[src/hw/clk_pwr_ctl_defs.vh]
// Purpose: Constants for the converter clock, power and delay-loop control block.
// Assumes: Byte-wide registers at their printed offsets on a 12-bit address.
// Notes:   Definitions only; included by the control block.
`ifndef CLK_PWR_CTL_DEFS_VH
`define CLK_PWR_CTL_DEFS_VH

// Register port widths.
`define ADDR_W 12
`define DATA_W 8

// Register offsets.
`define OFF_CAL_PAGE     12'h008
`define OFF_CAL_STATUS   12'h052
`define OFF_CAL_DEBUG    12'h061
`define OFF_CAL_CLK_GATE 12'h081
`define OFF_RING_OSC     12'h083
`define OFF_SYNC_REF     12'h084
`define OFF_STARTUP      12'h085
`define OFF_OBS_SWING    12'h08D
`define OFF_OBS_DRIVER   12'h08F
`define OFF_CONV_PD      12'h090
`define OFF_ACLK_RX      12'h091
`define OFF_PLL_DIV      12'h094
`define OFF_PLL_BYPASS   12'h095
`define OFF_BIAS         12'h09A
`define OFF_DLINE_PWR    12'h0C0
`define OFF_DLOOP_CTRL   12'h0C1
`define OFF_DLOOP_LOCK   12'h0C3
`define OFF_DLOOP_READ   12'h0C7
`define OFF_FINE_A       12'h0CC
`define OFF_FINE_B       12'h0CD
`define OFF_DLOOP_UPD    12'h0DB
`define OFF_DIGITAL_RESET_HOLD    12'h100
`define OFF_LINK_MODE    12'h110

// Field positions.
`define BIT_CAL_TUNE     3
`define BIT_COUPLING     6
`define BIT_BIAS_OFF     7
`define BIT_DLINE_B      5
`define BIT_DLINE_A      4
`define BIT_SEARCH_MODE  5
`define BIT_MODE_BAD     7
`define BIT_PLL_DIV3     1
`define BIT_RING_A       7

// Reset values.
`define RST_ONE1         1'h1
`define RST_ZERO1        1'h0
`define RST_RING_DIV     2'h2
`define RST_PROG_A       3'h1
`define RST_DLOOP_SET    2'h1
`define RST_SEARCH_DIR   2'h2
`define RST_LINK_MODE    7'h20
`define ZERO8            8'h00

// Ring oscillator divider: terminal count for each ratio (8, 16, 32, 64).
`define RING_LIM_8       6'h07
`define RING_LIM_16      6'h0F
`define RING_LIM_32      6'h1F
`define RING_LIM_64      6'h3F
`define RING_CNT_ONE     6'h01

// Effective converter clock divide ratio codes.
`define CLK_DIV_1        3'h1
`define CLK_DIV_2        3'h2
`define CLK_DIV_3        3'h3
`define CLK_DIV_6        3'h6

`endif

[src/hw/clk_pwr_ctl.v]
// Purpose: Clock, power and delay-loop control registers of a dual converter.
// Assumes: One 10 MHz clock; status inputs arrive from other domains.
// Notes:   Register port is a simple byte read/write port at printed offsets.
`timescale 1ns/1ps
`default_nettype none
`include "clk_pwr_ctl_defs.vh"

module clk_pwr_ctl (
  // Clock and reset.
  input  wire                 clk_in,
  input  wire                 rst_b_in,
  // Register port.
  input  wire                 wr_en_in,
  input  wire                 rd_en_in,
  input  wire [`ADDR_W-1:0]   addr_in,
  input  wire [`DATA_W-1:0]   wr_data_in,
  output reg  [`DATA_W-1:0]   rd_data_out,
  output reg                  rd_valid_out,
  // Status from the analog and link sections.
  input  wire                 cal_done_conv0_in,
  input  wire                 cal_done_conv1_in,
  input  wire                 dloop_lock_in,
  input  wire                 link_mode_bad_in,
  // Calibration and ring oscillator controls.
  output wire                 cal_clock_off_conv0_out,
  output wire                 cal_clock_off_conv1_out,
  output wire                 calibration_tuning_bit_out,
  output reg                  ring_osc_tick_out,
  // Clocking and power controls.
  output wire                 sync_ref_coupling_select_out,
  output wire                 sync_ref_receiver_off_out,
  output wire                 obs_clock_driver_off_out,
  output wire [4:0]           obs_clock_swing_code_out,
  output wire                 converter0_off_out,
  output wire                 converter1_off_out,
  output wire                 analog_clock_rx_off_out,
  output wire                 pll_bypass_out,
  output reg  [2:0]           conv_clock_div_out,
  output wire                 bias_generator_off_out,
  // Delay loop controls.
  output wire                 delay_line_off_out,
  output wire                 delay_loop_enable_out,
  output reg  [5:0]           fine_delay_a_out,
  output reg  [5:0]           fine_delay_b_out,
  output reg  [1:0]           delay_loop_setting_out,
  output reg                  delay_loop_search_mode_out,
  output reg  [1:0]           delay_loop_search_direction_out,
  // Digital reset hold.
  output wire                 digital_reset_hold_out
);

  // Ring divider terminal count for a two-bit ratio code.
  function [5:0] ring_limit;
    input [1:0] code;
    begin
      case (code)
        2'h0:    ring_limit = `RING_LIM_8;
        2'h1:    ring_limit = `RING_LIM_16;
        2'h2:    ring_limit = `RING_LIM_32;
        default: ring_limit = `RING_LIM_64;
      endcase
    end
  endfunction

  // Effective converter clock ratio from bypass and divider enables.
  function [2:0] clock_ratio;
    input bypass;
    input div2;
    input div3;
    begin
      if (bypass) begin
        clock_ratio = `CLK_DIV_1;
      end else if (div2 && div3) begin
        clock_ratio = `CLK_DIV_6;
      end else if (div2 || div3) begin
        clock_ratio = div2 ? `CLK_DIV_2 : `CLK_DIV_3;
      end else begin
        clock_ratio = `CLK_DIV_1;
      end
    end
  endfunction
  // Reset synchroniser; rst_b is the released copy used everywhere else.
  reg        rst_meta_r;   // First reset stage.
  reg        rst_b;        // Second reset stage, active low.
  // Two-stage synchronisers for the foreign status inputs.
  reg  [3:0] stat_meta_r;  // First stage, read only by the second.
  reg  [3:0] stat_sync_r;  // Second stage: conv0, conv1, lock, bad mode.
  // Stored register fields.
  reg        cal_page_r;        // Converter selected for calibration status.
  reg        cal_tune_r;        // Calibration tuning bit.
  reg  [1:0] cal_gate_r;        // Calibration clock off bits.
  reg        ring_a_r;          // Ring oscillator setting a.
  reg  [1:0] ring_div_r;        // Ring oscillator divider code.
  reg        coupling_r;        // Sync-ref coupling select.
  reg        sref_off_r;        // Sync-ref receiver off.
  reg  [2:0] prog_a_r;          // Startup programming field a.
  reg        prog_b_r;          // Startup programming field b.
  reg        prog_c_r;          // Startup programming field c.
  reg  [4:0] swing_r;           // Observation clock swing code.
  reg        obs_off_r;         // Observation driver off.
  reg  [1:0] conv_off_r;        // Converter off bits.
  reg        aclk_off_r;        // Analog clock receiver off.
  reg        div3_r;            // PLL output divide by three.
  reg        div2_r;            // PLL output divide by two.
  reg        bypass_r;          // PLL bypass.
  reg        bias_off_r;        // Bias generator off.
  reg        dline_a_r;         // Delay line power a.
  reg        dline_b_r;         // Delay line power b.
  reg        dline_off_r;       // Delay line off.
  reg  [1:0] dloop_set_r;       // Delay loop setting.
  reg        search_mode_r;     // Delay loop search mode.
  reg  [1:0] search_dir_r;      // Delay loop search direction.
  reg        dloop_en_r;        // Delay loop enable.
  reg        lock_seen_r;       // Lock bit captured for readback.
  reg        read_en_r;         // Readback trigger bit.
  reg        read_en_prev_r;    // Trigger value one cycle ago.
  reg  [5:0] fine_a_r;          // Fine delay a register.
  reg  [5:0] fine_b_r;          // Fine delay b register.
  reg        update_r;          // Update trigger bit.
  reg        update_prev_r;     // Trigger value one cycle ago.
  reg        hold_r;            // Digital reset hold.
  reg  [6:0] link_mode_r;       // Link mode and combine fields.
  reg  [5:0] ring_cnt_r;        // Ring divider counter.
  reg  [`DATA_W-1:0] rd_nxt;    // Read mux result.
  // Reset release: asserted at once, released after two clock edges.
  always @(posedge clk_in or negedge rst_b_in) begin
    if (!rst_b_in) begin
      rst_meta_r <= 1'b0;
      rst_b      <= 1'b0;
    end else begin
      rst_meta_r <= 1'b1;
      rst_b      <= rst_meta_r;
    end
  end

  // Status inputs cross into the clock domain through two flip-flops.
  always @(posedge clk_in or negedge rst_b) begin
    if (!rst_b) begin
      stat_meta_r <= 4'h0;
      stat_sync_r <= 4'h0;
    end else begin
      stat_meta_r <= {link_mode_bad_in, dloop_lock_in, cal_done_conv1_in, cal_done_conv0_in};
      stat_sync_r <= stat_meta_r;
    end
  end

  // Register writes; every field has its documented reset value.
  always @(posedge clk_in or negedge rst_b) begin
    if (!rst_b) begin
      cal_page_r    <= `RST_ZERO1;
      cal_tune_r    <= `RST_ZERO1;
      cal_gate_r    <= 2'h0;
      ring_a_r      <= `RST_ZERO1;
      ring_div_r    <= `RST_RING_DIV;
      coupling_r    <= `RST_ZERO1;
      sref_off_r    <= `RST_ZERO1;
      prog_a_r      <= `RST_PROG_A;
      prog_b_r      <= `RST_ONE1;
      prog_c_r      <= `RST_ONE1;
      swing_r       <= 5'h00;
      obs_off_r     <= `RST_ZERO1;
      conv_off_r    <= 2'h3;
      aclk_off_r    <= `RST_ONE1;
      div3_r        <= `RST_ONE1;
      div2_r        <= `RST_ZERO1;
      bypass_r      <= `RST_ZERO1;
      bias_off_r    <= `RST_ZERO1;
      dline_a_r     <= `RST_ONE1;
      dline_b_r     <= `RST_ONE1;
      dline_off_r   <= `RST_ONE1;
      dloop_set_r   <= `RST_DLOOP_SET;
      search_mode_r <= `RST_ONE1;
      search_dir_r  <= `RST_SEARCH_DIR;
      dloop_en_r    <= `RST_ZERO1;
      read_en_r     <= `RST_ZERO1;
      fine_a_r      <= 6'h00;
      fine_b_r      <= 6'h00;
      update_r      <= `RST_ZERO1;
      hold_r        <= `RST_ONE1;
      link_mode_r   <= `RST_LINK_MODE;
    end else if (wr_en_in) begin
      // A write to an unmapped offset or a read-only one changes nothing.
      case (addr_in)
        `OFF_CAL_PAGE:     cal_page_r <= wr_data_in[0];
        `OFF_CAL_DEBUG:    cal_tune_r <= wr_data_in[`BIT_CAL_TUNE];
        `OFF_CAL_CLK_GATE: cal_gate_r <= wr_data_in[1:0];
        `OFF_RING_OSC: begin
          ring_a_r   <= wr_data_in[`BIT_RING_A];
          ring_div_r <= wr_data_in[1:0];
        end
        `OFF_SYNC_REF: begin
          coupling_r <= wr_data_in[`BIT_COUPLING];
          sref_off_r <= wr_data_in[0];
        end
        `OFF_STARTUP: begin
          prog_a_r <= wr_data_in[6:4];
          prog_b_r <= wr_data_in[1];
          prog_c_r <= wr_data_in[0];
        end
        `OFF_OBS_SWING:    swing_r <= wr_data_in[4:0];
        `OFF_OBS_DRIVER:   obs_off_r <= wr_data_in[0];
        `OFF_CONV_PD:      conv_off_r <= wr_data_in[1:0];
        `OFF_ACLK_RX:      aclk_off_r <= wr_data_in[0];
        `OFF_PLL_DIV: begin
          div3_r <= wr_data_in[`BIT_PLL_DIV3];
          div2_r <= wr_data_in[0];
        end
        `OFF_PLL_BYPASS:   bypass_r <= wr_data_in[0];
        `OFF_BIAS:         bias_off_r <= wr_data_in[`BIT_BIAS_OFF];
        `OFF_DLINE_PWR: begin
          dline_b_r   <= wr_data_in[`BIT_DLINE_B];
          dline_a_r   <= wr_data_in[`BIT_DLINE_A];
          dline_off_r <= wr_data_in[0];
        end
        `OFF_DLOOP_CTRL: begin
          dloop_set_r   <= wr_data_in[7:6];
          search_mode_r <= wr_data_in[`BIT_SEARCH_MODE];
          search_dir_r  <= wr_data_in[4:3];
          dloop_en_r    <= wr_data_in[0];
        end
        `OFF_DLOOP_READ:   read_en_r <= wr_data_in[0];
        `OFF_FINE_A:       fine_a_r <= wr_data_in[5:0];
        `OFF_FINE_B:       fine_b_r <= wr_data_in[5:0];
        `OFF_DLOOP_UPD:    update_r <= wr_data_in[0];
        `OFF_DIGITAL_RESET_HOLD:    hold_r <= wr_data_in[0];
        `OFF_LINK_MODE:    link_mode_r <= wr_data_in[6:0];
        default: ; // Unmapped offset: ignored.
      endcase
    end
  end

  // Trigger bits act on a rising edge of their stored value; clear before retriggering.
  always @(posedge clk_in or negedge rst_b) begin
    if (!rst_b) begin
      read_en_prev_r                  <= `RST_ZERO1;
      update_prev_r                   <= `RST_ZERO1;
      lock_seen_r                     <= `RST_ZERO1;
      fine_delay_a_out                <= 6'h00;
      fine_delay_b_out                <= 6'h00;
      delay_loop_setting_out          <= `RST_DLOOP_SET;
      delay_loop_search_mode_out      <= `RST_ONE1;
      delay_loop_search_direction_out <= `RST_SEARCH_DIR;
    end else begin
      read_en_prev_r <= read_en_r;
      update_prev_r  <= update_r;
      // Lock readback is a snapshot taken on the trigger only.
      if (read_en_r && !read_en_prev_r) begin
        lock_seen_r <= stat_sync_r[2];
      end
      // Update loads the current delay-loop settings into the circuitry.
      if (update_r && !update_prev_r) begin
        fine_delay_a_out                <= fine_a_r;
        fine_delay_b_out                <= fine_b_r;
        delay_loop_setting_out          <= dloop_set_r;
        delay_loop_search_mode_out      <= search_mode_r;
        delay_loop_search_direction_out <= search_dir_r;
      end
    end
  end

  // Ring oscillator divider: one-cycle tick every 8, 16, 32 or 64 cycles.
  always @(posedge clk_in or negedge rst_b) begin
    if (!rst_b) begin
      ring_cnt_r        <= 6'h00;
      ring_osc_tick_out <= 1'b0;
    end else if (ring_cnt_r >= ring_limit(ring_div_r)) begin
      ring_cnt_r        <= 6'h00;
      ring_osc_tick_out <= 1'b1;
    end else begin
      ring_cnt_r        <= ring_cnt_r + `RING_CNT_ONE;
      ring_osc_tick_out <= 1'b0;
    end
  end

  // Effective converter clock ratio, held in a flip-flop.
  always @(posedge clk_in or negedge rst_b) begin
    if (!rst_b) begin
      conv_clock_div_out <= `CLK_DIV_3;
    end else begin
      conv_clock_div_out <= clock_ratio(bypass_r, div2_r, div3_r);
    end
  end

  // Read mux; unmapped offsets and reserved bits read as zero.
  always @* begin
    rd_nxt = `ZERO8;
    case (addr_in)
      `OFF_CAL_PAGE:     rd_nxt[0] = cal_page_r;
      `OFF_CAL_STATUS:   rd_nxt[0] = cal_page_r ? stat_sync_r[1] : stat_sync_r[0];
      `OFF_CAL_DEBUG:    rd_nxt[`BIT_CAL_TUNE] = cal_tune_r;
      `OFF_CAL_CLK_GATE: rd_nxt[1:0] = cal_gate_r;
      `OFF_RING_OSC: begin
        rd_nxt[`BIT_RING_A] = ring_a_r;
        rd_nxt[1:0]         = ring_div_r;
      end
      `OFF_SYNC_REF: begin
        rd_nxt[`BIT_COUPLING] = coupling_r;
        rd_nxt[0]             = sref_off_r;
      end
      `OFF_STARTUP: begin
        rd_nxt[6:4] = prog_a_r;
        rd_nxt[1]   = prog_b_r;
        rd_nxt[0]   = prog_c_r;
      end
      `OFF_OBS_SWING:    rd_nxt[4:0] = swing_r;
      `OFF_OBS_DRIVER:   rd_nxt[0] = obs_off_r;
      `OFF_CONV_PD:      rd_nxt[1:0] = conv_off_r;
      `OFF_ACLK_RX:      rd_nxt[0] = aclk_off_r;
      `OFF_PLL_DIV: begin
        rd_nxt[`BIT_PLL_DIV3] = div3_r;
        rd_nxt[0]             = div2_r;
      end
      `OFF_PLL_BYPASS:   rd_nxt[0] = bypass_r;
      `OFF_BIAS:         rd_nxt[`BIT_BIAS_OFF] = bias_off_r;
      `OFF_DLINE_PWR: begin
        rd_nxt[`BIT_DLINE_B] = dline_b_r;
        rd_nxt[`BIT_DLINE_A] = dline_a_r;
        rd_nxt[0]            = dline_off_r;
      end
      `OFF_DLOOP_CTRL: begin
        rd_nxt[7:6]              = dloop_set_r;
        rd_nxt[`BIT_SEARCH_MODE] = search_mode_r;
        rd_nxt[4:3]              = search_dir_r;
        rd_nxt[0]                = dloop_en_r;
      end
      `OFF_DLOOP_LOCK:   rd_nxt[0] = lock_seen_r;
      `OFF_DLOOP_READ:   rd_nxt[0] = read_en_r;
      `OFF_FINE_A:       rd_nxt[5:0] = fine_a_r;
      `OFF_FINE_B:       rd_nxt[5:0] = fine_b_r;
      `OFF_DLOOP_UPD:    rd_nxt[0] = update_r;
      `OFF_DIGITAL_RESET_HOLD:    rd_nxt[0] = hold_r;
      `OFF_LINK_MODE: begin
        rd_nxt[`BIT_MODE_BAD] = stat_sync_r[3];
        rd_nxt[6:0]           = link_mode_r;
      end
      default:           rd_nxt = `ZERO8;
    endcase
  end

  // Read data is registered and returned one cycle after the request.
  always @(posedge clk_in or negedge rst_b) begin
    if (!rst_b) begin
      rd_data_out  <= `ZERO8;
      rd_valid_out <= 1'b0;
    end else begin
      rd_valid_out <= rd_en_in;
      if (rd_en_in) begin
        rd_data_out <= rd_nxt;
      end
    end
  end

  // Control outputs straight from their register bits.
  assign cal_clock_off_conv0_out      = cal_gate_r[0];
  assign cal_clock_off_conv1_out      = cal_gate_r[1];
  assign calibration_tuning_bit_out   = cal_tune_r;
  assign sync_ref_coupling_select_out = coupling_r;
  assign sync_ref_receiver_off_out    = sref_off_r;
  assign obs_clock_driver_off_out     = obs_off_r;
  assign obs_clock_swing_code_out     = swing_r;
  assign converter0_off_out           = conv_off_r[0];
  assign converter1_off_out           = conv_off_r[1];
  assign analog_clock_rx_off_out      = aclk_off_r;
  assign pll_bypass_out               = bypass_r;
  assign bias_generator_off_out       = bias_off_r;
  // The line stays off until all three power bits are cleared.
  assign delay_line_off_out           = dline_off_r | dline_a_r | dline_b_r;
  assign delay_loop_enable_out        = dloop_en_r;
  assign digital_reset_hold_out       = hold_r;

endmodule

`default_nettype wire

[config.mk]
export PLATFORM = sky130hd
export DESIGN_NAME = clk_pwr_ctl
export DESIGN_NICKNAME = d
export VERILOG_FILES = /design/src/hw/clk_pwr_ctl.v
export VERILOG_INCLUDE_DIRS = /design/src /design/src/hw
export SDC_FILE = /design/constraint.sdc
export NUM_CORES = 1
export LEC_CHECK = 0
export BUFFER_PORTS_ARGS = -buffer_cell sky130_fd_sc_hd__buf_2
export CAP_MARGIN = 20
export CORE_MARGIN = 5
export CORE_UTILIZATION = 25
export DETAILED_ROUTE_END_ITERATION = 10
export SLEW_MARGIN = 30
export SYNTH_ARGS = -nofsm -noshare
export SYNTH_HDL_FRONTEND = slang
export SYNTH_SLANG_ARGS = --single-unit
[constraint.sdc]
create_clock -name clk_in -period 6.56 [get_ports clk_in]
set_input_delay 0.328 -clock clk_in [delete_from_list [all_inputs] [get_ports clk_in]]
set_output_delay 0.328 -clock clk_in [all_outputs]
set_load 0.02 [all_outputs]
-- Word level (Yosys, flattened, before mapping)
Index checks and enable logic that the tools add are counted.
Widths: inputs -> output; s select.
- input port bits: 28
- logic and storage cells: 121
- register bits: 107
- output and inout port bits: 49
- $add $sub $neg: 1
- bitwise logic cells: 2
- order comparisons: 1
- muxes and demuxes: 16
- equal/unequal tests: 25
- reduce and logical (&&, ||, !) cells: 28
- operator list (cell ; count):
    $eq 12x8->1 const B ; 18
    $reduce_and 2->1 ; 21
    $eq 12x7->1 const B ; 2
    $eq 12x9->1 const B ; 2
    $pmux 1 s21 ; 1
    $pmux 6 s3 ; 1
    $eq 12x4->1 const B ; 1
    $pmux 1 s4 ; 3
    $pmux 1 s6 ; 2
    $pmux 1 s9 ; 1
    $pmux 1 s7 ; 1
    $add 6x1->6 const B ; 1
    $ge 6x6->1 ; 1
    $mux 3 ; 2
    $mux 6 ; 1
    $logic_and 1x1->1 ; 3
    $mux 1 ; 3
    $eq 2x1->1 const B ; 1
    $eq 2x2->1 const B ; 1
    $logic_not 1->1 ; 2
    $logic_not 2->1 ; 1
    $mux 2 ; 1
    $or 1x1->1 ; 2
    $logic_or 1x1->1 ; 1

-- Depth between registers and ports, before layout
Gate-level depths: netlist of run 1.
- depth after elaboration: 4
- depth in mapped cells: 7
- gate-level depth less buffers: 6

-- Worst setup path after synthesis of run 1
OpenSTA, ideal clock, no wires.
- path type: in2reg
- from: input port addr_in[9]
- to: register read_en_r
- arrival time: 1.861 ns
- path buffers: 1
- data required time: 6.432 ns
- setup slack: 4.571 ns
- library setup time: 0.128 ns
- stages on the path: 5
- path through: or3_1 or3_1 buf_6 nor4b_4 mux2_1
- word-level cells in the longest chain between the ends: 2
- RTL lines (element ; RTL line ; text):
    start, declared ; clk_pwr_ctl.v:15 ; input wire [`ADDR_W-1:0] addr_in,
    $eq 12x8->1 ; clk_pwr_ctl.v:183 ; case (addr_in)
    $reduce_and 2->1 (no source line) ; - ;
    end signal, assigned ; clk_pwr_ctl.v:175 ; read_en_r <= `RST_ZERO1;
    end signal, assigned ; clk_pwr_ctl.v:221 ; `OFF_DLOOP_READ: read_en_r <= wr_data_in[0];
    end, declared ; clk_pwr_ctl.v:115 ; reg read_en_r;
No other way between the ends.
A chain may end at the register's enable or synchronous reset.

-- Final worst setup path of run 1
- from: input port addr_in[1]
- to: register link_mode_r[0]
- word-level cells in the longest chain between the ends: 2
- RTL lines (element ; RTL line ; text):
    $eq 12x9->1 ; clk_pwr_ctl.v:183 ;
    $reduce_and 2->1 (no source line) ; - ;
    end signal, assigned ; clk_pwr_ctl.v:180 ; link_mode_r <= `RST_LINK_MODE;
    end signal, assigned ; clk_pwr_ctl.v:226 ; `OFF_LINK_MODE: link_mode_r <= wr_data_in[6:0];
    end, declared ; clk_pwr_ctl.v:122 ; reg [6:0] link_mode_r;
No other way between the ends.

==> results list, run 1 <==
- For the finished layout, the period the worst path requires is about 2.3 ns.
- Number of max-slew violations in the final report: 0
- From synthesis to final layout, the design area changed by 19.77%.
* Summed negative setup slack over all endpoints: 0 ns
* Setup clock skew after layout: 0.009907 ns
* Clock-pin transition on the worst setup and hold timing paths: 0.07 ns
- In this run, synthesis inferred 0 flip-flops with an integrated enable.
- The layout has 1989 filler cells.
- Antenna Cells: 0
* Crit path DAT: between 2 and 3 ns
- Setup violations remaining at the end of the flow were counted as 0.
- Unrepaired setup endpoints after global routing: false
- Xor/xnor share of the synthesized area: 0.7216%
* Synth cell types: a little over 60
- Drt drc: 0
* Syn_nets: approximately 420
- CTS Root Buffer Type: sky130_fd_sc_hd__clkbuf_16
- The design draws between 1 and 1.5 mW.
* Sequential cell area: 0.002708 sq mm
* Number of top-level pins: 77
* Compound-gate portion of the synthesized area: 6.598%
- After detailed placement, the total cell area comes to 0.005515 sq mm.
* Kind of critical path: input pin to flop
- From bottom edge to top edge, the die measures roughly 150 um.
- The most used flip-flop cell after synthesis is sky130_fd_sc_hd__dfrtp_1.
- The final critical path takes up roughly a third of the cycle.
- Total clock buffers created by CTS: 9
- Initial Utilization: between 20 and 30%
* HPWL Detailed: between 10 and 15 mm
- In the final routed layout, each cell accounts on average for approximately 18 um.
* Setup ws final: ~4.3 ns
- The number of global-route vias before repair is approximately 3600.
- Summed over all cells, the static leakage comes to between 2 and 3 nW.
- Prior to clock tree synthesis, the placed netlist has a worst setup slack of 3.847 ns.
- The first detailed-routing pass ran for 4 iterations.
- The die covers about 0.022 sq mm.
* Horizontal die dimension: 149.4 um
- Sequence of cells on the critical path: buf_2 -> nor4_2 -> and4_1 -> nand2_1 -> mux2_2
* Htree depth: 3
* First-pass GRT wire length: 21.05 mm
- Global routing used about an eighth of the available tracks across all layers.
- Routability congestion estimate from global placement: ~0.86
- Largest family of logic cells by synthesized area: multiplexers
- Async set-reset flop share out of synthesis: between 90% and 100%
* YS warnings: 0
- Run status: finished clean
- In this run the worst hold path is classified as input pin to flop.
* Fin. Hold Viols: 0
- Final hold analysis gives a worst-case slack of between 0.07 and 0.08 ns.
* Setup Buffers After CTS: 0
* PD cells: 237.0 mW/mm^2
- Maximum number of pins on one net before global-route repair: 64
- Initial drt markers: 197
- Dividing the detail-routed via count by the number of cells gives about 4.7.
- Simple-gate area share of the yosys netlist: between 15 and 20%
* Post-synthesis mux area share: a little under a fifth
- The net count of the finished layout is slightly below 500.
- For the worst-skew pair, the clock arrives at the later sink with an insertion delay of between 0.3 and 0.4 ns.
- Startpoint type of the worst setup path: input pin
* Vias: about 3400
* Synth Area in Adders: about 1%
- Slew @ Worst Pin: between 0.8 and 0.9 ns
- For this run the aggregate overflow at the end of global routing stands at 0.
- Mapped cell area: 0.004855 sq mm
* Portion of the post-synthesis area used by sequential elements: 55.70%
* Max Buffers Root-to-Sink: 2
* CP max stage cell: sky130_fd_sc_hd__nor4_2
- The count of nets left with antenna violations once routing finished came out at 0.
* Headroom to the max-slew limit: around 43%
* Number of standard-cell rows in the floorplan: 51
- Counting flops and latches in the post-synthesis netlist gives between 100 and 150.
- Highest net fanout along the worst path: 14
* Ratio of cells with drive above 1 in the final layout: between 40% and 50%
- Initial antenna violation count: 1
* Core Area: 0.01927 sq mm
* Final cell area excluding filler cells: 0.005814 sq mm
- After technology mapping, the gate count stands at between 300 and 400.
* TritonCTS clock tree: yes
- On the worst path, the slowest cell contributes a delay of roughly 0.73 ns.
* Detailed-route wire length: ~13 mm
* IO buf count: 76
- Critical Path End Type: flop
- Reported max-cap violation count: 0
* Largest vdd supply drop: roughly 120 uV
* Data required time of the critical path: around 7 ns
- Clock tree synthesis found a total of 107 sinks.
- Syn Area/Cell: around 13 sq um
* Highest clock frequency the design can meet: about 0.43 GHz
- Summing all multi-input logic gate instances after layout gives 0.002069 sq mm.
-- stage by stage --
step | util (%) | cells
6_report | 30.17 | 733
5_1_grt | 30.17 | 733
4_1_cts | 30.17 | 733
3_5_place_dp | 28.62 | 716
3_3_place_gp | 28.62 | 716
2_1_floorplan | - | 387
-- kinds of logic after synthesis --
group,count (synthesis)
and+or+nand+nor,131
DFF,107
muxes,79
AOI/OAI and AO/OA,43
buffers and inverters,18
adders and majority gates,4
xor gates and xnor gates,4
other,1
-- power breakdown --
part	internal (mW)	switching [mW]
Sequential	0.687	0.0236
Clock	0.266	0.266
Combinational	0.0510	0.0850
-- cells in the mapped netlist, drive strengths merged (3+ instances only) --
master	instances	area share [%]
nor2	36	3.1
clkbuf	7	0.54
a221oi	3	0.54
nand3	22	2.3
and3	3	0.39
or3	4	0.52
ha	4	1.0
buf	6	0.75
nor2b	8	1.0
mux2	78	19
nand2	29	2.4
nand2b	3	0.39
inv	5	0.39
dfstp	21	11
nor3	6	0.85
dfrtp	86	44
nor4	3	1.1
a22oi	6	0.93
a31oi	6	0.77
nor4b	4	1.2
nand4	5	0.64
o21ai	3	0.31
o22ai	3	0.39
a21oi	3	0.31
-- state kept, by name, indices dropped and copies added, names as in the netlist, 3 cells and up --
register / flops
rd_data_out: 8
link_mode_r: 7
fine_a_r: 6
fine_b_r: 6
fine_delay_a_out: 6
fine_delay_b_out: 6
ring_cnt_r: 6
obs_clock_swing_code_out: 5
stat_meta_r: 4
stat_sync_r: 4
conv_clock_div_out: 3
prog_a_r: 3
-- layer usage --
layer	wire (um)	vias up	GRT usage (%)	share of wire, %
li1	-	1585	-	-
met1	5660	1716	15.37	42
met2	6531	102	20.41	49
met3	1052	12	4.649	7.8
met4	180	2	4.485	1.3
met5	13	-	0	0.097
-- area by class of cell --
class | instances | share of cell area [%]
Clock inverter | 6 | 1.033
Inverter | 5 | 0.3228
Tap cell | 265 | 5.703
Timing Repair Buffer | 78 | 6.843
Multi-Input combinational cell | 262 | 35.59
Sequential cell | 107 | 46.57
Clock buffer | 10 | 3.938
-- critical path, delay by kind of cell --
kind / cells / cell delay [ns]
and+or+nand+nor: 3 / 1.67
muxes: 1 / 0.36
buffers and inverters: 1 / 0.18
-- cell usage in the layout (no fill, tap or decap), types with 2 or more instances in the layout --
master                       count
sky130_fd_sc_hd__mux2_2         71
sky130_fd_sc_hd__a21oi_1         3
sky130_fd_sc_hd__buf_2          76
sky130_fd_sc_hd__and3_1          3
sky130_fd_sc_hd__nor3_1          5
sky130_fd_sc_hd__o22ai_1         3
sky130_fd_sc_hd__a31oi_1         6
sky130_fd_sc_hd__a21o_1          2
sky130_fd_sc_hd__a221oi_1        3
sky130_fd_sc_hd__a211oi_1        2
sky130_fd_sc_hd__nor4b_1         2
sky130_fd_sc_hd__nor2_1         35
sky130_fd_sc_hd__dfstp_2        21
sky130_fd_sc_hd__xor2_1          2
sky130_fd_sc_hd__mux2_4          6
sky130_fd_sc_hd__nor4_4          2
sky130_fd_sc_hd__o21ai_0         3
sky130_fd_sc_hd__dfrtp_1        85
sky130_fd_sc_hd__nor2b_1         8
sky130_fd_sc_hd__ha_1            4
sky130_fd_sc_hd__a22oi_1         6
sky130_fd_sc_hd__nand4_1         5
sky130_fd_sc_hd__nand2b_1        3
sky130_fd_sc_hd__clkinvlp_4      2
sky130_fd_sc_hd__or3_1           4
sky130_fd_sc_hd__clkbuf_16       9
sky130_fd_sc_hd__nand3_1        22
sky130_fd_sc_hd__xnor2_1         2
sky130_fd_sc_hd__and4b_1         2
sky130_fd_sc_hd__nand2_1        28
sky130_fd_sc_hd__a41oi_1         2
sky130_fd_sc_hd__inv_1           5
-- timing repair --
| item | CTS | global route |
|---|---|---|
| hold buffers | 1 | 0 |
| endpoints found under the hold margin | 2 | 0 |
| resized for setup | 0 | 0 |
-- final timing paths --
check / from / to / slack [ns] / cells past startpoint
setup / recovery: addr_in[1] / link_mode_r[0]$_DFFE_PN0P_ / 4.26 / 5
hold / removal: dloop_lock_in / stat_meta_r[2]$_DFF_PN0_ / 0.07 / 1
setup reg to reg: ring_div_r[1]$_DFFE_PN1P_ / ring_cnt_r[5]$_DFF_PN0_ / 4.80 / 6
hold reg to reg: rst_b$_DFF_PN0_ / delay_loop_setting_out[1]$_DFFE_PN0P_ / 0.32 / 0
max in group asynchronous: rst_b$_DFF_PN0_ / link_mode_r[1]$_DFFE_PN0P_ / 4.99 / 1
min in group asynchronous: rst_b_in / rst_meta_r$_DFF_PN0_ / 0.28 / 2
No activity file was read; power rests on OpenSTA's default activity.
==> run 2: changes to the inputs <==
==> constraint.sdc (replaced) <==
create_clock -name clk_in -period 2.4 [get_ports clk_in]
set_input_delay 0.12 -clock clk_in [delete_from_list [all_inputs] [get_ports clk_in]]
set_output_delay 0.12 -clock clk_in [all_outputs]
set_load 0.02 [all_outputs]
==> run 2 against run 1 <==
Register-to-register slack lost 4.1 ns. Sequential share of layout area fell by 1.1 points. Largest cell class unchanged. Highest routed layer unchanged. Count of clock-buffer cells in the layout is 1 lower. Wire length grew 1.6%. Power rose to 2.8 times the previous value. First-iteration DRC count down 0.51%. Clock skew is 0.0018 ns lower. Worst hold slack worse by 0.038 ns. Critical path depth is 1 higher.
==> results list, run 2 (same netlist as run 1, synthesis figures left out) <==
- The run finished with clean final reports.
- Timing would allow up to between 0.5 and 0.6 GHz.
* Detailed-route wire length: 13.65 mm (+1.6%)
* Critical Path End Type: flop
- Number of buffers added to fix hold violations after cts: 5 (+4)
- Horizontal die dimension: 149.4 um (unchanged)
- Unrepaired setup endpoints after global routing: false
- Number of gates resized after cts: 0 (unchanged)
- The startpoint identified for the worst hold timing path is wr_data_in[6].
- First-pass GRT wire length: 22.09 mm (+4.9%)
* Kind of critical path: input pin to flop
- The number of buffers added by the clock tree synthesis step is 9 (unchanged).
- The switching part of the total is 27.28% (+0.13 points).
* Htree depth: 3 (unchanged)
- Clock share of power: 38.9% (+0.3 points)
* Slew @ Worst Pin: 0.7824 ns (-0.07045 ns)
- The number of standard-cell rows in the floorplan came to 51 (unchanged).
- The I/O pin total is 77 (unchanged).
* Final core occ: 30.89% (+0.72 points)
- The maximum vdd drop was 260.5 uV (+130%).
* Startpoint type of the worst setup path: input pin
* Post-layout total power: 3.804 mW (+180%)
- The combinational cell fraction of total power is 10.4% (+0.5 points).
- The initial antenna violation count came to 1 (unchanged).
- Leakage power total: 2.812 nW (+3.3%)
* Fin. Hold Viols: 0 (unchanged)
- The number of global-route vias before repair is 3788 (+6.4%).
* Sequence of cells on the critical path: buf_2 -> nor4_4 -> nand3_1 -> nor2_1 -> nand2_1 -> mux2_2
- Initial Utilization: 25.19% (unchanged)
- Ratio of routed vias to standard cells: 4.630 (-0.68%)
- For this design, the slowest cell found on the critical path is sky130_fd_sc_hd__nor4_4.
- Most frequent cells in the layout: sky130_fd_sc_hd__dfrtp_1 (85), sky130_fd_sc_hd__buf_2 (76), sky130_fd_sc_hd__mux2_2 (71), sky130_fd_sc_hd__nor2_1 (35), sky130_fd_sc_hd__nand2_1 (28)
- The library cell used most frequently in the layout, excluding fill and tap cells, is sky130_fd_sc_hd__dfrtp_1.
- Registers with the most flip-flops: rd_data_out (8), link_mode_r (7)
* Number of sinks handled by clock tree synthesis: 107 (unchanged)
* Register bank with the most flops: rd_data_out
- Setup Buffers After CTS: 0 (unchanged)
- The endpoint identified for the worst register-to-register timing path is ring_cnt_r[3]$_DFF_PN0_.
- The number of antenna diodes is 0 (unchanged).
- Final critical delay including setup and external delays: roughly 1.8 ns
- The number of flip-flops under the largest register name was 8 (unchanged).
- The total global routing overflow was 0 (unchanged).
- The count of buffers inserted at the top-level ports is 76 (unchanged).
- Start point of the critical path: addr_in[6]
- Post-Route Hold Slack: 0.03476 ns (-0.03839 ns)
* Max Buffers Root-to-Sink: 2 (unchanged)
* Highest net fanout along the worst path: 8 (-6)
- The remaining routing DRC violations is 0 (unchanged).
- Ratio of cells with drive above 1 in the final layout: 44.42% (+1.3 points)
- The overall track demand over capacity in global routing was 12.95% (+0.38 points).
- The number of detailed-routing iterations run before antenna repair is 4 (unchanged).
- Routability congestion estimate from global placement: 0.8375 (-2.3%)
- Capture point of the worst path: obs_clock_swing_code_out[2]$_DFFE_PN0P_
- The routed via count was 3468 (+1.5%).
- The total power density per cell area is 638.9 mW/mm^2 (+170%).
- The internal power summed over all cells is 2.766 mW (+180%).
- The net switching power came to 1.038 mW (+180%).
- TritonCTS built the clock tree.
* HPWL Detailed: 10.35 mm (+2.5%)
- The total core area came to 0.01927 sq mm (unchanged).
- The worst slew margin relative to its limit came to 47.84% (+4.7 points).
* Final #Nets: 511 (+3.2%)
* Initial drt markers: 196 (-0.51%)
* Final critical-path share of the clock period: around three quarters
* Reported max-cap violation count: 0 (unchanged)
* Number of max-slew violations in the final report: 0 (unchanged)
* Setup clock skew after layout: 0.008088 ns (-0.001818 ns)
- Buffers plus inverters on the worst setup path: 1 (unchanged)
- The clock network latency to the later pin of the worst-skew pair is 0.36 ns (about the same).
- Number of cells on the critical path: 6 (+1)
- The clock-pin slew on the worst setup and hold paths was 0.08 ns (about the same).
* Type of the most critical hold path: input pin to flop
- The mean routed wirelength per cell came to 18.23 um (-0.57%).
- CTS Root Buffer Type: sky130_fd_sc_hd__clkbuf_16
- The sequential power share is 50.7% (-0.9 points).
* Depth of the worst register-to-register path: 6 (unchanged)
- The data required time of the critical path came to 2.65 ns (-4.16 ns).
* CP top delay family: simple AND/OR/NAND/NOR gates
- Maximum number of pins on one net before global-route repair: 61 (-4.7%)
- Die Y-Extent: 149.4 um (unchanged)
- Beginning of the worst register-to-register path: ring_div_r[1]$_DFFE_PN1P_
- Fill cells: 2041 (+2.6%)
- Crit path DAT: 2.00 ns (-0.55 ns)
- DIE AREA: 0.02231 sq mm (unchanged)
- Detail Route Antenna Nets: 0 (unchanged)
* Synth-to-Final Area Change: 22.63%
* Worst-case register-to-register setup slack: 0.67 ns (-4.13 ns)
- Final setup viols: 0 (unchanged)
- Summed negative setup slack over all endpoints: 0 ns (unchanged)
- Worst path max stage delay: 0.52 ns (-0.21 ns)
run 2: cell types whose count changed in the layout (fill, tap and decap cells not counted), sizes merged:
cell | before | now
dlygate4sd3 | 1 | 5
inv | 7 | 10
clkbuf | 10 | 9
clkinv | 2 | 1
clkinvlp | 2 | 1
buf | 77 | 89
run 2: routing by layer:
| layer | GRT usage (%) | routed length [um] |
|---|---|---|
| met2 | 21.56 | 6788 |
| met1 | 15.91 | 5668 |
| met5 | 0 | 13 |
| met3 | 4.649 | 1002 |
| met4 | 3.570 | 180 |
run 2: worst min path at each step:
| stage | to | slack (ns) | depth (start not counted) |
|---|---|---|---|
| 3_3_place_gp | rst_meta_r$_DFF_PN0_ | -0.09 | 1 |
| 6_report | sync_ref_coupling_select_out$_DFFE_PN0P_ | 0.03 | 2 |
| 2_1_floorplan | rst_b$_DFF_PN0_ | -0.18 | 0 |
| 5_1_grt | sync_ref_coupling_select_out$_DFFE_PN0P_ | 0.03 | 2 |
| 3_5_place_dp | rst_meta_r$_DFF_PN0_ | -0.09 | 1 |
| 4_1_cts | sync_ref_coupling_select_out$_DFFE_PN0P_ | 0.02 | 2 |
run 2: power groups by stage:
stage	Clock (mW)	Combinational (mW)	Sequential, mW
2_1_floorplan	0	0.215	2.00
3_3_place_gp	0	0.386	1.96
3_5_place_dp	0	0.395	1.96
4_1_cts	1.53	0.403	1.93
5_1_grt	1.60	0.450	1.94
6_report	1.48	0.394	1.93
run 2: metrics by stage:
step           worst slack [ns]  instance area (sq um)  instances
2_1_floorplan            0.6191                   4856        387
3_3_place_gp             0.3146                   5605        728
3_5_place_dp             0.2559                   5605        728
4_1_cts                  0.6403                   5953        749
5_1_grt                  0.4947                   5953        749
6_report                 0.6458                   5953        749
run 2: cell type report:
| cell class | count | area, sq um | share of cell area [%] |
|---|---|---|---|
| Sequential cell | 107 | 2708 | 45.48 |
| Multi-Input combinational cell | 262 | 2069 | 34.76 |
| Timing Repair Buffer | 94 | 528.0 | 8.869 |
| Tap cell | 265 | 331.6 | 5.570 |
| Clock buffer | 9 | 225.2 | 3.783 |
| Clock inverter | 7 | 72.57 | 1.219 |
| Inverter | 5 | 18.77 | 0.3153 |
==> run 3: changes to the inputs <==
==> constraint.sdc (replaced) <==
create_clock -name clk_in -period 1.6 [get_ports clk_in]
set_input_delay 0.08 -clock clk_in [delete_from_list [all_inputs] [get_ports clk_in]]
set_output_delay 0.08 -clock clk_in [all_outputs]
set_load 0.02 [all_outputs]
==> run 3 against run 2 <==
Clock power grew 57%. Clock skew grew 0.0046 ns. Global-route usage shrank 0.085 points. Wire length grew 2.8%. Via count grew 6.5%. Largest cell class unchanged. Critical endpoint is now ring_cnt_r[3]$_DFF_PN0_. The flow now finishes with violations (setup timing). Sequential power grew 50%. Highest routed layer is now met4. Non-clock buffer count grew 58. Utilization grew 2.6 points.
==> results list, run 3 (same netlist as run 1, synthesis figures left out) <==
* Run status: finished with violations
- Violations in the final reports: setup timing
- Max FFs per register: 8 (unchanged)
- Crit path DAT: 1.90 ns (-0.10 ns)
* Int Pwr: 4.387 mW (+59%)
- In the finished design, the share of the clock period the worst path needs comes to 101.4%.
- The number of pins exceeding their max-slew limit in the final report is 0 (unchanged).
- The number of nets at the end of the flow is 569 (+11%).
* DIE AREA: 0.02231 sq mm (unchanged)
* Number of standard-cell rows in the floorplan: 51 (unchanged)
- Cells after DPL: 785 (+7.8%)
* Drt drc: 0 (unchanged)
- First-pass GRT wire length: 21.85 mm (-1.1%)
- The number of nets still failing antenna checks after routing came to 0 (unchanged).
- Final setup viols: 3 (+3)
- The slack of the critical path came to -0.02173 ns (-0.6675 ns).
- Type of the most critical hold path: input pin to flop
- The tree is rooted in a sky130_fd_sc_hd__clkbuf_16.
* Total clock buffers created by CTS: 9 (unchanged)
* Registers with the most flip-flops: rd_data_out (8), link_mode_r (7)
- The worst setup path is of the flop to flop kind.
- The final hold violation count was 0 (unchanged).
- TritonCTS built the clock tree.
- Core Area: 0.01927 sq mm (unchanged)
- Vias: 3692 (+6.5%)
* Sequential Power Share: 48.8% (-1.9 points)
* HPWL Detailed: 10.86 mm (+4.9%)
- The count of buffers inserted at the top-level ports was 76 (unchanged).
* Detailed-route wire length: 14.04 mm (+2.8%)
- The initial antenna violation count came to 0 (-1).
* Initial Utilization: 25.19% (unchanged)
* Critical Path End Type: flop
- Number of standard cells in the layout, taps in and fillers out: 807 (+7.7%)
- Final core occ: 33.50% (+2.6 points)
- Combinational cell fraction of total power: 12.2% (+1.8 points)
- Startpoint type of the worst setup path: flop
- The highest fanout seen on the critical path came to 7 (-1).
* Most frequent cells in the layout: sky130_fd_sc_hd__dfrtp_1 (85), sky130_fd_sc_hd__buf_2 (76), sky130_fd_sc_hd__mux2_2 (71), sky130_fd_sc_hd__buf_4 (68), sky130_fd_sc_hd__nor2_1 (33)
- The total global routing overflow came to 0 (unchanged).
- The clock skew after layout was 0.01269 ns (+0.004599 ns).
- The smallest clock period supported by the final layout is computed as around 1.6 ns.
- Horizontal die dimension: 149.4 um (unchanged)
- The switching part of the total is 26.12% (-1.2 points).
- Switching power total: 1.552 mW (+50%)
- Ratio of cells with drive above 1 in the final layout: 50.74% (+6.3 points)
- Number of top-level pins: 77 (unchanged)
* Leakage power total: 3.103 nW (+10%)
- The maximum number of pins on one net before global-route repair was 72 (+18%).
- Number of sinks handled by clock tree synthesis: 107 (unchanged)
* Fill cells: 1974 (-3.3%)
- Initial drt markers: 227 (+16%)
- The number of detailed-routing iterations run before antenna repair is 5 (+1).
- The total power density per cell area was 919.9 mW/mm^2 (+44%).
* Synth-to-Final Area Change: 32.99%
- Max Buffers Root-to-Sink: 2 (unchanged)
- The data required time of the critical path was 1.88 ns (-0.77 ns).
* Depth of the worst register-to-register path: 6 (unchanged)
- Worst hold path depth: 2 (unchanged)
* Clock share of power: 39.0% (about the same)
- The library cell used most frequently in the layout, excluding fill and tap cells, is sky130_fd_sc_hd__dfrtp_1.
- Via count of the first global-routing pass: 3845 (+1.5%)
- The final weighted congestion of routability-driven global placement was 0.8798 (+5.1%).
- The number of maximum-capacitance violations was 0 (unchanged).
- Largest vdd supply drop: 545.2 uV (+110%)
- Derived from the worst setup path, the maximum achievable clock frequency is 0.6166 GHz.
- The floorplan die height was 149.4 um (unchanged).
- Ratio of routed vias to standard cells: 4.575 (-1.2%)
- Setup repair after global routing could not meet its margin everywhere.
* Antenna Cells: 0 (unchanged)
- Htree depth: 3 (unchanged)
- The clock network latency to the later pin of the worst-skew pair is 0.36 ns (about the same).
- The overall track demand over capacity in global routing was 12.87% (-0.085 points).
- DR WL/cell: 17.39 um (-4.6%)
* Clock-pin transition on the worst setup and hold timing paths: 0.08 ns (about the same)
* Register bank with the most flops: rd_data_out
run 3: cell count changes in the layout (fill, tap and decap cells not counted), sizes merged:
| cell | delta |
|---|---|
| clkbuf | +1 |
| bufinv | +1 |
| inv | -2 |
| dlygate4sd3 | +1 |
| buf | +57 |
run 3: power by group through the flow:
stage / logic (mW) / registers [mW] / clock network (mW)
detailed placement: 0.679 / 2.95 / 0
finish: 0.724 / 2.90 / 2.32
global route: 0.796 / 2.91 / 2.48
floorplan: 0.323 / 3.00 / 0
global placement: 0.651 / 2.94 / 0
CTS: 0.697 / 2.90 / 2.40
run 3: area by class of cell:
class | instances | area (sq um) | share of cell area [%]
clock inverter | 6 | 82.58 | 1.279
multi-input combinational | 262 | 2096 | 32.46
clock buffer | 10 | 229.0 | 3.547
timing repair buffer | 152 | 991.0 | 15.35
inverter | 5 | 18.77 | 0.2907
sequential | 107 | 2708 | 41.94
tap | 265 | 331.6 | 5.136
run 3: timing repair:
item                                    in CTS  in global routing
buffers inserted                             0                  0
gates resized for setup                      1                  3
endpoints found under the setup margin       7                  8
pin swaps                                    5                  0
endpoints found under the hold margin        7                  0
hold buffers                                 6                  0
run 3: critical path: stages, from the launching register on:
cell	delay (ns)
sky130_fd_sc_hd__dfstp_2	0.54
sky130_fd_sc_hd__nor2_2	0.04
sky130_fd_sc_hd__ha_1	0.26
sky130_fd_sc_hd__a31o_2	0.23
sky130_fd_sc_hd__a21o_1	0.16
sky130_fd_sc_hd__a21o_4	0.23
sky130_fd_sc_hd__nor2_1	0.10
run 3: stage by stage:
stage                     worst slack [ns]  TNS (ns)  hold slack [ns]  instance area (sq um)  power [mW]
after floorplan                   -0.07540   -0.2517          -0.2156                   4872       3.320
after global routing              -0.06421   -0.3180          0.04263                   6456       6.190
after CTS                         -0.05310   -0.2286          0.02114                   6446       5.992
final                             -0.02173  -0.04117          0.03403                   6456       5.939
after global placement             -0.2335    -7.379          -0.1320                   6072       3.593
after detailed placement           -0.2865    -8.799          -0.1305                   6072       3.627
run 3: final timing paths:
check,from,to,slack (ns)
max,ring_div_r[1]$_DFFE_PN1P_,ring_cnt_r[3]$_DFF_PN0_,-0.02
max reg2reg,ring_div_r[1]$_DFFE_PN1P_,ring_cnt_r[3]$_DFF_PN0_,-0.02
min,wr_data_in[2],obs_clock_swing_code_out[2]$_DFFE_PN0P_,0.03
min in group asynchronous,rst_b_in,rst_b$_DFF_PN0_,0.04
min reg2reg,rst_b$_DFF_PN0_,ring_cnt_r[0]$_DFF_PN0_,0.12
max in group asynchronous,rst_b$_DFF_PN0_,dline_off_r$_DFFE_PN1P_,0.85
run 3: metal layers:
metal  vias to the layer above  share of wire, %  GRT usage (%)
met4                         0               2.1          4.073
met2                       102                49          21.38
met5                         -                 0              0
met3                        21               7.1          4.527
met1                      1859                42          15.67
li1                       1710                 -              -
